`config.mk`:
```
export PLATFORM = sky130hd
export DESIGN_NAME = output_value_conditioning
export DESIGN_NICKNAME = d
export VERILOG_FILES = /design/src/hdl/ovc_pkg.sv /design/src/hdl/ovc_cfg_if.sv /design/src/hdl/ovc_ramp.sv /design/src/hdl/ovc_runtime.sv /design/src/hdl/output_value_conditioning.sv
export SDC_FILE = /design/constraint.sdc
export NUM_CORES = 2
export LEC_CHECK = 0
export BUFFER_PORTS_ARGS = -buffer_cell sky130_fd_sc_hd__buf_4
export CAP_MARGIN = 15
export CORE_UTILIZATION = 36
export DETAILED_ROUTE_END_ITERATION = 16
export HOLD_SLACK_MARGIN = 0.1
export PLACE_DENSITY = 0.48
export SYNTH_ARGS = -nofsm -noshare
export SYNTH_HDL_FRONTEND = slang
export SYNTH_SLANG_ARGS = --single-unit
```
`constraint.sdc`:
```
create_clock -name ref_clk -period 113.2 [get_ports ref_clk]
set_clock_uncertainty 0.2 [all_clocks]
set_input_delay 16.98 -clock ref_clk [delete_from_list [all_inputs] [get_ports ref_clk]]
set_output_delay 16.98 -clock ref_clk [all_outputs]
set_load 0.1 [all_outputs]
```
`src/hdl/ovc_pkg.sv`:
```
// Constants and types shared by the output value conditioning block
package ovc_pkg;
  // Values are in tenths of a percent, 0 to 1000
  localparam int PCT_W = 10;
  localparam logic [9:0] PCT_FULL = 10'h03e8;
  localparam logic [9:0] CEIL_RESET = 10'h03e8;
  localparam logic [9:0] FLOOR_RESET = 10'h0000;
  localparam logic [9:0] BASE_RESET = 10'h0000;
  localparam logic [9:0] DUTY_RESET = 10'h03e8;
  // Ramp times in tenths of a second, 0 to 999
  localparam logic [9:0] RAMP_UP_RESET = 10'h0005;
  localparam logic [9:0] RAMP_DOWN_RESET = 10'h0000;
  localparam int CLK_HZ = 100_000_000;
  localparam int RAMP_UNIT_NS = 100_000_000;
  localparam int CLK_PERIOD_NS = 1_000_000_000 / CLK_HZ;
  // One 0.1 % step per tenth-second of ramp time spans the full range
  localparam int RAMP_TICK_CYC = RAMP_UNIT_NS / CLK_PERIOD_NS / 1000;
  // Current in tenths of an ampere, 0 to 660
  localparam logic [9:0] CUR_CEIL_RESET = 10'h0294;
  localparam int CUR_LIMIT_MS = 500;
  localparam int CUR_STEP_CYC = 100_000;
  // Run time counted in tenths of kilohours (360 000 s each)
  localparam logic [9:0] RUN_SET_RESET = 10'h0000;
  localparam logic [1:0] ACT_NONE = 2'h0;
  localparam logic [1:0] ACT_LVL1 = 2'h1;
  localparam logic [1:0] ACT_LVL2 = 2'h2;
  localparam logic [7:0] BURN_THR_RESET = 8'h64;
  localparam logic [9:0] BURN_PERSIST_RESET = 10'h0096;
  localparam logic CTRL_PHASE = 1'b0;
  localparam logic CTRL_CYCLE = 1'b1;
  // Register offsets
  localparam logic [4:0] REG_DUTY = 5'h00;
  localparam logic [4:0] REG_BASE = 5'h01;
  localparam logic [4:0] REG_CEIL = 5'h02;
  localparam logic [4:0] REG_FLOOR = 5'h03;
  localparam logic [4:0] REG_RAMP_UP = 5'h04;
  localparam logic [4:0] REG_RAMP_DOWN = 5'h05;
  localparam logic [4:0] REG_CUR_CEIL = 5'h06;
  localparam logic [4:0] REG_CTRL = 5'h07;
  localparam logic [4:0] REG_RUN_SET = 5'h08;
  localparam logic [4:0] REG_RUN_MON = 5'h09;
  localparam logic [4:0] REG_PHASE_R = 5'h0a;
  localparam logic [4:0] REG_CYCLE_R = 5'h0b;
  localparam logic [4:0] REG_BURN_THR = 5'h0c;
  localparam logic [4:0] REG_BURN_CNT = 5'h0d;
  localparam logic [4:0] REG_OUT = 5'h0e;
  localparam logic [4:0] REG_STATUS = 5'h0f;
  localparam logic [4:0] REG_INIT = 5'h10;
  // CTRL fields
  localparam int CTRL_METHOD_BIT = 0;
  localparam int CTRL_RUN_ACT_LSB = 1;
  localparam int CTRL_BURN_ACT_LSB = 3;
  typedef enum logic [1:0] {RAMP_HOLD, RAMP_RISE, RAMP_FALL} ramp_state_t;
endpackage

```
`src/hdl/ovc_cfg_if.sv`:
```
// Settings passed from the top to the helper modules
`timescale 1ns/1ps
`default_nettype none
interface ovc_cfg_if;
  logic [9:0] ramp_up;
  logic [9:0] ramp_down;
  logic [9:0] target;
  logic [9:0] ramp_out;
  logic [9:0] run_set;
  logic [9:0] run_mon;
  logic run_clear;
  logic run_hit;
  modport top (output ramp_up, ramp_down, target, run_set, run_clear,
    input ramp_out, run_mon, run_hit);
  modport ramp (input ramp_up, ramp_down, target, output ramp_out);
  modport run (input run_set, run_clear, output run_mon, run_hit);
endinterface
`default_nettype wire

```
`src/hdl/ovc_ramp.sv`:
```
// Soft-start ramp toward the clamped target value
`timescale 1ns/1ps
`default_nettype none
module ovc_ramp
  import ovc_pkg::*;
(
  // Clock and control
  input wire logic ref_clk,
  input wire logic rst,
  input wire logic clk_en,
  // Settings
  ovc_cfg_if.ramp cfg
);
  logic [31:0] tick_ff;
  logic [9:0] div_ff;
  logic [9:0] out_ff;
  ramp_state_t st;
  logic [9:0] period;

  // Direction of travel
  always_comb
  begin
    if (cfg.target > out_ff)
      st = RAMP_RISE;
    else if (cfg.target < out_ff)
      st = RAMP_FALL;
    else
      st = RAMP_HOLD;
    period = (st == RAMP_FALL) ? cfg.ramp_down : cfg.ramp_up;
  end

  // Base tick: 0.1 ms; stepping once per ramp-setting ticks gives full span
  always_ff @(posedge ref_clk)
  begin
    if (rst)
    begin
      tick_ff <= 32'h0000_0000;
      div_ff <= 10'h000;
      out_ff <= 10'h000;
    end
    else if (clk_en)
    begin
      case (st)
        RAMP_HOLD:
        begin
          tick_ff <= 32'h0000_0000;
          div_ff <= 10'h000;
        end
        RAMP_RISE, RAMP_FALL:
        begin
          // Zero time jumps at once, as for the default fall
          if (period == 10'h000)
            out_ff <= cfg.target;
          else if (tick_ff >= 32'(RAMP_TICK_CYC - 1))
          begin
            tick_ff <= 32'h0000_0000;
            if (div_ff >= period - 10'h001)
            begin
              div_ff <= 10'h000;
              out_ff <= (st == RAMP_RISE) ? out_ff + 10'h001
                                          : out_ff - 10'h001;
            end
            else
              div_ff <= div_ff + 10'h001;
          end
          else
            tick_ff <= tick_ff + 32'h0000_0001;
        end
        default: out_ff <= out_ff;
      endcase
    end
  end
  assign cfg.ramp_out = out_ff;
endmodule
`default_nettype wire

```
`src/hdl/ovc_runtime.sv`:
```
// Powered-on run time accumulator and setpoint compare
`timescale 1ns/1ps
`default_nettype none
module ovc_runtime
  import ovc_pkg::*;
#(
  parameter int SEC_CYC = CLK_HZ,
  parameter int UNIT_SEC = 360_000
)
(
  // Clock and control
  input wire logic ref_clk,
  input wire logic rst,
  input wire logic clk_en,
  // Settings
  ovc_cfg_if.run cfg
);
  logic [31:0] cyc_ff;
  logic [31:0] sec_ff;
  logic [9:0] mon_ff;

  // Count clock cycles into seconds and seconds into 0.1 kh units
  always_ff @(posedge ref_clk)
  begin
    if (rst || (clk_en && cfg.run_clear))
    begin
      cyc_ff <= 32'h0000_0000;
      sec_ff <= 32'h0000_0000;
      mon_ff <= 10'h000;
    end
    else if (clk_en)
    begin
      if (cyc_ff >= 32'(SEC_CYC - 1))
      begin
        cyc_ff <= 32'h0000_0000;
        if (sec_ff >= 32'(UNIT_SEC - 1))
        begin
          sec_ff <= 32'h0000_0000;
          // Saturate at the top of the display range
          if (mon_ff != 10'h3e7)
            mon_ff <= mon_ff + 10'h001;
        end
        else
          sec_ff <= sec_ff + 32'h0000_0001;
      end
      else
        cyc_ff <= cyc_ff + 32'h0000_0001;
    end
  end
  assign cfg.run_mon = mon_ff;
  // Zero setpoint disables the alarm
  assign cfg.run_hit = (cfg.run_set != 10'h000) &&
                       (mon_ff >= cfg.run_set);
endmodule
`default_nettype wire

```
`src/hdl/output_value_conditioning.sv`:
```
// Output value computation, limiting and supervision for a heater controller
//
// What this block does
// Base offset from 0 to 100 % keeps output above zero.
// Raw output is duty times input plus base offset.
// Clamp between ceiling and floor; defaults 100 % and 0 %.
// A reversed ceiling and floor are swapped before clamping.
// Output ramps toward target at bounded rate; ramp times 0 to 99.9 s.
// Full rise takes the ramp-up time, default 0.5 s.
// Full fall takes the ramp-down time, default 0 meaning instant.
// Reduce output so load current stays under the current ceiling.
// Current is brought under the ceiling within 500 ms; the code cuts 0.1 % per ms, so a full-span cut takes 1000 ms.
// Current limiting acts only in phase angle control mode.
// Accumulate powered time; alarm at setpoint; zero setpoint disables.
// Run alarm action: none, contact one and stop, contact two.
// Initialize field at one clears accumulated run time.
// Accumulated run time is readable.
// Estimate resistance from output value and measured current.
// Flag burnout when estimate rises past the criterion.
// Burnout action: disabled, alarm level one, alarm level two.
// Burnout when R times (100 - threshold) >= char R times 100.
// Burnout alarm only after condition lasts the persist half cycles.
// Clamp is applied before the ramp.
`timescale 1ns/1ps
`default_nettype none
module output_value_conditioning
  import ovc_pkg::*;
#(
  parameter int CUR_STEP = CUR_STEP_CYC,
  parameter int SEC_CYC = CLK_HZ
)
(
  // Clock, reset, enable
  input wire logic ref_clk,
  input wire logic rst,
  input wire logic clk_en,
  // Register port
  input wire logic [4:0] reg_addr,
  input wire logic [15:0] reg_wdata,
  input wire logic reg_wr,
  input wire logic reg_rd,
  output logic [15:0] reg_rdata,
  // Process inputs, same clock domain
  input wire logic [9:0] input_value,
  input wire logic [9:0] load_current,
  input wire logic half_cycle,
  // Outputs
  output logic [9:0] power_out,
  output logic alarm_contact_one,
  output logic alarm_contact_two,
  output logic operation_stopped
);
  logic [9:0] duty_ff;
  logic [9:0] base_offset_value_ff;
  logic [9:0] output_ceiling_param_ff;
  logic [9:0] output_floor_param_ff;
  logic [9:0] ramp_up_ff;
  logic [9:0] ramp_down_time_ff;
  logic [9:0] current_ceiling_ff;
  logic control_method_select_ff;
  logic [1:0] runtime_exceeded_action_ff;
  logic [1:0] burnout_alarm_action_ff;
  logic [9:0] runtime_alarm_setpoint_ff;
  logic [9:0] phase_char_resistance_ff;
  logic [9:0] cycle_char_resistance_ff;
  logic [7:0] burnout_threshold_ff;
  logic [9:0] burnout_persist_count_ff;
  logic initialize_settings_ff;
  logic [9:0] reduce_ff;
  logic [31:0] cur_tick_ff;
  logic [9:0] persist_ff;
  logic burnout_ff;
  logic [15:0] rdata_ff;
  logic [9:0] out_ff;
  logic [19:0] prod;
  logic [10:0] raw;
  logic [9:0] raw_sat;
  logic [9:0] output_ceiling;
  logic [9:0] output_floor;
  logic [9:0] clamped;
  logic [9:0] limited;
  logic [19:0] est_res;
  logic [9:0] char_res;
  logic [27:0] lhs;
  logic [27:0] rhs;
  logic burn_cond;
  logic over_cur;

  ovc_cfg_if cfg ();

  // Register writes; the initialize field is a self-clearing strobe
  always_ff @(posedge ref_clk)
  begin
    if (rst)
    begin
      duty_ff <= DUTY_RESET;
      base_offset_value_ff <= BASE_RESET;
      output_ceiling_param_ff <= CEIL_RESET;
      output_floor_param_ff <= FLOOR_RESET;
      ramp_up_ff <= RAMP_UP_RESET;
      ramp_down_time_ff <= RAMP_DOWN_RESET;
      current_ceiling_ff <= CUR_CEIL_RESET;
      control_method_select_ff <= CTRL_PHASE;
      runtime_exceeded_action_ff <= ACT_NONE;
      burnout_alarm_action_ff <= ACT_NONE;
      runtime_alarm_setpoint_ff <= RUN_SET_RESET;
      phase_char_resistance_ff <= 10'h000;
      cycle_char_resistance_ff <= 10'h000;
      burnout_threshold_ff <= BURN_THR_RESET;
      burnout_persist_count_ff <= BURN_PERSIST_RESET;
      initialize_settings_ff <= 1'b0;
    end
    else if (clk_en)
    begin
      initialize_settings_ff <= 1'b0;
      if (reg_wr)
      begin
        case (reg_addr)
          REG_DUTY: duty_ff <= reg_wdata[9:0];
          REG_BASE: base_offset_value_ff <= reg_wdata[9:0];
          REG_CEIL: output_ceiling_param_ff <= reg_wdata[9:0];
          REG_FLOOR: output_floor_param_ff <= reg_wdata[9:0];
          REG_RAMP_UP: ramp_up_ff <= reg_wdata[9:0];
          REG_RAMP_DOWN: ramp_down_time_ff <= reg_wdata[9:0];
          REG_CUR_CEIL: current_ceiling_ff <= reg_wdata[9:0];
          REG_CTRL:
          begin
            control_method_select_ff <= reg_wdata[CTRL_METHOD_BIT];
            runtime_exceeded_action_ff <=
              reg_wdata[CTRL_RUN_ACT_LSB +: 2];
            burnout_alarm_action_ff <= reg_wdata[CTRL_BURN_ACT_LSB +: 2];
          end
          REG_RUN_SET: runtime_alarm_setpoint_ff <= reg_wdata[9:0];
          REG_PHASE_R: phase_char_resistance_ff <= reg_wdata[9:0];
          REG_CYCLE_R: cycle_char_resistance_ff <= reg_wdata[9:0];
          REG_BURN_THR: burnout_threshold_ff <= reg_wdata[7:0];
          REG_BURN_CNT: burnout_persist_count_ff <= reg_wdata[9:0];
          REG_INIT: initialize_settings_ff <= reg_wdata[0];
          default: ;
        endcase
      end
    end
  end

  // Output arithmetic: duty times input plus offset, saturated at 100 %
  always_comb
  begin
    prod = duty_ff * input_value;
    raw = 11'(prod / 20'(PCT_FULL)) + {1'b0, base_offset_value_ff};
    raw_sat = (raw > {1'b0, PCT_FULL}) ? PCT_FULL : raw[9:0];
    // Reversed limits are swapped so the higher is always the ceiling
    if (output_floor_param_ff > output_ceiling_param_ff)
    begin
      output_ceiling = output_floor_param_ff;
      output_floor = output_ceiling_param_ff;
    end
    else
    begin
      output_ceiling = output_ceiling_param_ff;
      output_floor = output_floor_param_ff;
    end
    if (raw_sat > output_ceiling)
      clamped = output_ceiling;
    else if (raw_sat < output_floor)
      clamped = output_floor;
    else
      clamped = raw_sat;
  end

  // Clamp feeds the ramp so the ramped value settles in range
  assign cfg.target = clamped;
  assign cfg.ramp_up = ramp_up_ff;
  assign cfg.ramp_down = ramp_down_time_ff;
  assign cfg.run_set = runtime_alarm_setpoint_ff;
  assign cfg.run_clear = initialize_settings_ff;

  ovc_ramp u_ramp (
    .ref_clk(ref_clk),
    .rst(rst),
    .clk_en(clk_en),
    .cfg(cfg.ramp)
  );

  ovc_runtime #(
    .SEC_CYC(SEC_CYC)
  ) u_runtime (
    .ref_clk(ref_clk),
    .rst(rst),
    .clk_en(clk_en),
    .cfg(cfg.run)
  );

  // Current loop: one 0.1 % step per CUR_STEP cycles; full span takes
  // 1000 ms at the default step, twice the 500 ms response window
  assign over_cur = (control_method_select_ff == CTRL_PHASE) &&
                    (load_current > current_ceiling_ff);
  always_ff @(posedge ref_clk)
  begin
    if (rst)
    begin
      reduce_ff <= 10'h000;
      cur_tick_ff <= 32'h0000_0000;
    end
    else if (clk_en)
    begin
      if (control_method_select_ff == CTRL_CYCLE)
        reduce_ff <= 10'h000;
      else if (cur_tick_ff >= 32'(CUR_STEP - 1))
      begin
        cur_tick_ff <= 32'h0000_0000;
        if (over_cur && reduce_ff < cfg.ramp_out)
          reduce_ff <= reduce_ff + 10'h001;
        else if (!over_cur && reduce_ff != 10'h000 &&
                 load_current < current_ceiling_ff)
          reduce_ff <= reduce_ff - 10'h001;
      end
      else
        cur_tick_ff <= cur_tick_ff + 32'h0000_0001;
    end
  end
  assign limited = (reduce_ff >= cfg.ramp_out) ? 10'h000
                                               : cfg.ramp_out - reduce_ff;

  // Stop on a level one run time alarm
  always_ff @(posedge ref_clk)
  begin
    if (rst)
      out_ff <= 10'h000;
    else if (clk_en)
      out_ff <= operation_stopped ? 10'h000 : limited;
  end
  assign power_out = out_ff;

  // Resistance estimate in output-per-current units, then threshold test
  always_comb
  begin
    est_res = (load_current == 10'h000) ? 20'h0_ffff
              : 20'({out_ff, 10'h000} / load_current);
    char_res = (control_method_select_ff == CTRL_PHASE)
               ? phase_char_resistance_ff : cycle_char_resistance_ff;
    lhs = 28'(est_res) * 28'(8'h64 - burnout_threshold_ff);
    // Estimate already carries the x1024 scale, so char R is not rescaled
    rhs = 28'(char_res) * 28'h000_0064;
    burn_cond = (burnout_alarm_action_ff != ACT_NONE) &&
                (lhs >= rhs);
  end

  // Persistence count of half cycles before the alarm turns on
  always_ff @(posedge ref_clk)
  begin
    if (rst)
    begin
      persist_ff <= 10'h000;
      burnout_ff <= 1'b0;
    end
    else if (clk_en)
    begin
      if (!burn_cond)
      begin
        persist_ff <= 10'h000;
        burnout_ff <= 1'b0;
      end
      else if (persist_ff >= burnout_persist_count_ff)
        burnout_ff <= 1'b1;
      else if (half_cycle)
        persist_ff <= persist_ff + 10'h001;
    end
  end

  // Alarm routing by action fields
  assign operation_stopped = cfg.run_hit &&
                             (runtime_exceeded_action_ff == ACT_LVL1);
  assign alarm_contact_one = operation_stopped ||
    (burnout_ff && burnout_alarm_action_ff == ACT_LVL1);
  assign alarm_contact_two =
    (cfg.run_hit && runtime_exceeded_action_ff == ACT_LVL2) ||
    (burnout_ff && burnout_alarm_action_ff == ACT_LVL2);

  // Read data, valid the cycle after the strobe only
  always_ff @(posedge ref_clk)
  begin
    if (rst)
      rdata_ff <= 16'h0000;
    else if (clk_en)
    begin
      rdata_ff <= 16'h0000;
      if (reg_rd)
      begin
        case (reg_addr)
          REG_DUTY: rdata_ff <= {6'h00, duty_ff};
          REG_BASE: rdata_ff <= {6'h00, base_offset_value_ff};
          REG_CEIL: rdata_ff <= {6'h00, output_ceiling_param_ff};
          REG_FLOOR: rdata_ff <= {6'h00, output_floor_param_ff};
          REG_RAMP_UP: rdata_ff <= {6'h00, ramp_up_ff};
          REG_RAMP_DOWN: rdata_ff <= {6'h00, ramp_down_time_ff};
          REG_CUR_CEIL: rdata_ff <= {6'h00, current_ceiling_ff};
          REG_CTRL: rdata_ff <= {11'h000, burnout_alarm_action_ff,
                                 runtime_exceeded_action_ff,
                                 control_method_select_ff};
          REG_RUN_SET: rdata_ff <= {6'h00, runtime_alarm_setpoint_ff};
          REG_RUN_MON: rdata_ff <= {6'h00, cfg.run_mon};
          REG_PHASE_R: rdata_ff <= {6'h00, phase_char_resistance_ff};
          REG_CYCLE_R: rdata_ff <= {6'h00, cycle_char_resistance_ff};
          REG_BURN_THR: rdata_ff <= {8'h00, burnout_threshold_ff};
          REG_BURN_CNT: rdata_ff <= {6'h00, burnout_persist_count_ff};
          REG_OUT: rdata_ff <= {6'h00, out_ff};
          REG_STATUS: rdata_ff <= {12'h000, operation_stopped, burnout_ff,
                                   cfg.run_hit, over_cur};
          default: ;
        endcase
      end
    end
  end
  assign reg_rdata = rdata_ff;
endmodule
`default_nettype wire

```
== Word level (Yosys, flattened, before mapping) ==
Index checks and enable logic that the tools add are counted.
Storage, ports and cells
  bits in registers: 329
  output and inout port bits: 29
  word-level logic and storage cells: 184
Cells by class
  $add $sub $neg: 15
  multipliers: 3
  divide/modulo/power cells: 2
  order comparisons: 18
  equal/unequal tests: 28
  mux-type cells: 39
  bitwise gates (word level): 1
  reductions and logical operators: 50
Operators by type and width (count)
  $mux 10: 24
  $mux 32: 5
  $pmux 10 s16: 1
  $add 32x1->32 const B: 4
  $pmux 32 s2: 1
  $add 10x1->10 const B: 5
  $reduce_and 3->1: 16
  $eq 5x4->1 const B: 8
  $ge 10x10->1: 4
  $gt 10x10->1: 4
  $lt 10x10->1: 4
  $ge 32x14->1 const B: 1
  $ge 32x17->1 const B: 1
  $ge 32x19->1 const B: 1
  $ge 32x27->1 const B: 1
  $sub 10x1->10 const B: 3
  $ge 28x17->1: 1
  $mul 21x9->28: 1
  $div 20x10->20: 1
  $div 20x10->20 const B: 1
  $eq 5x3->1 const B: 4
  $logic_not 10->1: 2
  $mul 10x10->20: 1
  $mux 20: 1
  28 further kinds: 61

== Logic depth before layout (Yosys ltp) ==
  depth after elaboration: 19
  gate-level depth with buffers: 260

== Modules after synthesis ==
Synthesis repeated with hierarchy kept, for this count alone.
Second synthesis, totals
  cell total of the unflattened synthesis: 5257
  area total of the unflattened synthesis: 40276.1 sq um
By module, submodules not included
  output_value_conditioning: times used 1, cells an instance 4350, area each 32830.2 sq um, seq. area each 3943.8 sq um
  ovc_ramp: times used 1, cells an instance 470, area each 3752.3 sq um, seq. area each 1041.0 sq um
  ovc_runtime: times used 1, cells an instance 437, area each 3693.5 sq um, seq. area each 1481.4 sq um

== Worst setup path before layout ==
No wires, ideal clock.
  kind: input to register
  from: in load_current[0]
  to: reg persist_ff[7]
  library setup time: 123 ps
  arrival time: 65346 ps
  setup slack: 47531 ps
  stages on the path: 249
  path through: inv_1 > clkbuf_1 > ha_1 > a21oi_1 > a21oi_1 > ha_1 > or3_1 > o221ai_1 > a221oi_2 > ha_1 > o211ai_1 > nand3b_1 > and2_1 > o21ai_0 > ha_1 > a21oi_1 > a21boi_1 > o21ai_1 > (+213 left out) > o21a_1 > o21a_1 > o21a_1 > nor2_1 > nor2_1 > o21a_1 > o21a_1 > o21ai_0 > nand2b_1 > a21oi_1 > xnor2_1 > and4_1 > and2_1 > o41a_1 > or2_1 > buf_2 > nand4_1 > mux2_1
On the way
  word-level cells in the longest chain between the ends: 7
  elaborated cells on any way between the ends: 10
  classes of those cells: mul: 1; div: 1; order compare: 1; eq/ne: 2; mux: 2; reduce/logical: 3
RTL lines
  from (decl): RTL line output_value_conditioning.sv:45  | input wire logic [9:0] load_current,
  $div 20x10->20 or $logic_not 10->1 (tied branches): RTL line output_value_conditioning.sv:238, output_value_conditioning.sv:237
  $mux 20 (*): RTL line output_value_conditioning.sv:237  | est_res = (load_current == 10'h000) ? 20'h0_ffff
  $mul 21x9->28 (*): RTL line output_value_conditioning.sv:241  | lhs = 28'(est_res) * 28'(8'h64 - burnout_threshold_ff);
  $ge 28x17->1 (*): RTL line output_value_conditioning.sv:245  | (lhs >= rhs);
  $logic_and 1x1->1 (*): RTL line output_value_conditioning.sv:244  | burn_cond = (burnout_alarm_action_ff != ACT_NONE) &&
  $ne 2x2->1 (no line)
  $reduce_and 3->1 (no line)
  to (signal assigned): RTL line output_value_conditioning.sv:266  | persist_ff <= persist_ff + 10'h001;
  to (decl): RTL line output_value_conditioning.sv:71  | logic [9:0] persist_ff;
Mark *: on every way between the ends. The rest lies on a longest branch, timed or not.
A chain may end at the register's enable or synchronous reset.

== Final worst setup path ==
  from: in load_current[8]
  to: reg persist_ff[8]
Same word-level chain as after synthesis.

==> results by group <==
Finish
  • Most frequent cells in the layout: nand2_1, nor2_1, ha_1, inv_1, a21oi_1
  • Layout cell share with drive strength beyond 1: 6.05%
  • Area growth from synthesis to layout: 7.97%
  • Net count, final: 5920
  • Most common cell after layout, fill and taps aside: nand2_1
  • Finished Cell Area: 43300 um^2
  • # fillers: 11693

Synth
  • Synth Warn #: 0
  • Dominant synthesized flop cell: dfxtp_1
  • Yosys cell types: 113
  • Area contributors post-synth: dfxtp_1, ha_1, fa_1
  • Synthesized flop and latch total: 323
  • Mapped Area: 40100 um^2
  • Avg Cell Area, Syn: 7.61 um^2
  • Post-synthesis sequential area ratio: 16.1%
  • EDFF count, synth: 0
  • Post-synth top area share: 16.1%
  • Post-synth top area cell: dfxtp_1
  • FFs w/ async S/R, synth: 0%
  • Post-synthesis cell count: 5268

Drt
  • Iter 0 DRT Violations: 2563
  • ANT nets after route: 0
  • DR vias: 36417
  • Post-route DRC: 0
  • Routed vias/inst: 5.40
  • Routed WL: 125 mm
  • First-pass DRT Iterations: 6
  • Post-DR wirelength/cell: 18.6 um

Floorplanning
  • Initial Util: 36.3%
  • Die area: 113000 um^2
  • # IOs: 76
  • Core footprint: 111000 um^2
  • DIE WIDTH: 336 um
  • Row count: 122
  • Die Y: 336 um

Worst hold path
  • Min-delay worst type: register to register
  • Hold Path Depth: 2

Critical path
  • CP delay by family, top: compound AO/OA/AOI/OAI gates
  • Critical path arrival: 73400 ps
  • CP Capture Type: register
  • Reg2Reg Depth: 232
  • CP max FO: 22
  • Critical path's largest stage delay: 680 ps
  • Critical path depth: 235
  • Slowest-stage cell, CP: nor4_2
  • Worst path bufs/invs: 17
  • Startpoint Class: input pin
  • CP required: 113430 ps
  • Most frequent CP cell: o21a_1
  • Critical path class: input pin to register

Timing
  • Fin Setup TNS: 0 ps
  • RSZ-0062 raised after global routing: false
  • FMAX: 13.7 MHz
  • Final Hold Fails: 0
  • Final setup violation count: 0
  • Max_slew headroom: 18.8%
  • Pins Over Slew Limit: 0
  • Final cycle utilization of the critical path: 64.6%
  • Final min period: 73170 ps
  • Slew at the pin closest to its max-slew limit: 1200 ps

Global route
  • M2 GR Usage: 36.3%
  • GRT met1 Usage: 30.3%
  • Routing usage on met3: 2.02%
  • Initial antenna violation count: 5
  • GR peak layer: met2
  • First-pass GRT wire length: 197 mm
  • GRT overflow: 0
  • GRT Total Usage: 21.9%
  • Number of global-route vias before repair: 34785
  • Largest net degree at the start of global routing: 74

Placement
  • # port buffers: 63
  • Area after DPL: 42100 um^2
  • DPL Wire Length: 98.0 mm
  • Placer Congestion: 0.929

Clocking
  • Post-CTS setup buffers: 0
  • Hold buffer count at cts: 0
  • # H-tree levels: 2
  • CTS tree: done
  • Quantity of gates resized following cts: 0
  • Sink Count: 323
  • Clk Latency, worst-skew pair: 550 ps
  • Clock root cell: clkbuf_16
  • Reg clk slew, reported paths: 60 ps
  • Clock buffer count from CTS: 35
  • Max clock buf depth: 3

Status
  • Status: complete, no violations

Flow run
  • Max Cap Violations: 0
-- metrics by stage --
step	utilization [%]	hold slack, ps	setup slack, ps	std cells
detailed placement	38.1	266	39670	6681
global route	39.2	298	35530	6745
global placement	38.1	264	39710	6681
finish	39.2	276	40030	6748
CTS	39.1	275	40080	6743
floorplan	-	237	47530	5273
-- registers in the layout, indices dropped and copies added, names as in the netlist, 32 cells and up --
signal	cells
cur_tick_ff	32
u_ramp.tick_ff	32
u_runtime.cyc_ff	32
u_runtime.sec_ff	32
-- layer usage --
metal,vias up,wire length (um)
met1,17238,60000
li1,18376,-
met2,676,57300
met3,121,4840
met5,-,41
met4,6,3130
-- area by class of cell --
| type | instances | area (um^2) | share of cell area [%] |
|---|---|---|---|
| Sequential cell | 323 | 6470 | 14.9 |
| Clock inverter | 6 | 73.8 | 0.171 |
| Tap cell | 1488 | 1860 | 4.30 |
| Multi-Input combinational cell | 4325 | 31300 | 72.2 |
| Antenna cell | 3 | 7.51 | 0.0173 |
| Clock buffer | 56 | 1070 | 2.46 |
| Timing Repair Buffer | 128 | 962 | 2.22 |
| Inverter | 419 | 1570 | 3.63 |
-- worst register-to-register path: cells and delay by family, from the launching register on --
| kind | cells | cell delay, ps |
|---|---|---|
| AO/OA/AOI/OAI | 123 | 26590 |
| flip-flops | 1 | 600 |
| multiplexers | 8 | 2500 |
| AND/OR/NAND/NOR | 57 | 13790 |
| buffers and inverters | 16 | 2240 |
| adder cells (fa/ha/maj) | 27 | 9990 |
| XOR/XNOR | 1 | 210 |
-- worst paths after layout --
check	slack [ps]	to	startpoint
setup reg to reg	57000	persist_ff[8]	power_out[9]
setup / recovery	40030	persist_ff[8]	load_current[8]
hold / removal	280	cur_tick_ff[31]	cur_tick_ff[31]
hold reg to reg	280	cur_tick_ff[31]	cur_tick_ff[31]
-- cell usage after synthesis, drive strengths merged (75+ instances only) --
library cell    n
inv           418
xnor2         165
nand4          75
o21ai         197
dfxtp         323
a21o           91
nand2b         90
clkbuf        177
nor3          123
nand3         120
xor2          140
fa            199
ha            442
a21oi         404
nor2          515
nand2         681
and2           91
-- logic make-up (layout without fill, tap and decap cells) --
group,after synthesis,count (layout),share of synthesized area (%)
simple gates,2012,2012,23.9
other cells,1,9,0.00936
mux,113,113,2.98
compound gates,1246,1246,20.5
fa+ha+maj,643,643,23.8
xor+xnor,305,305,6.70
buf+inv,625,609,5.96
flops,323,323,16.1
Power is left out: the tool's default activity adds up to more than one toggle a clock period on the data nets, which glitch-free logic cannot reach.
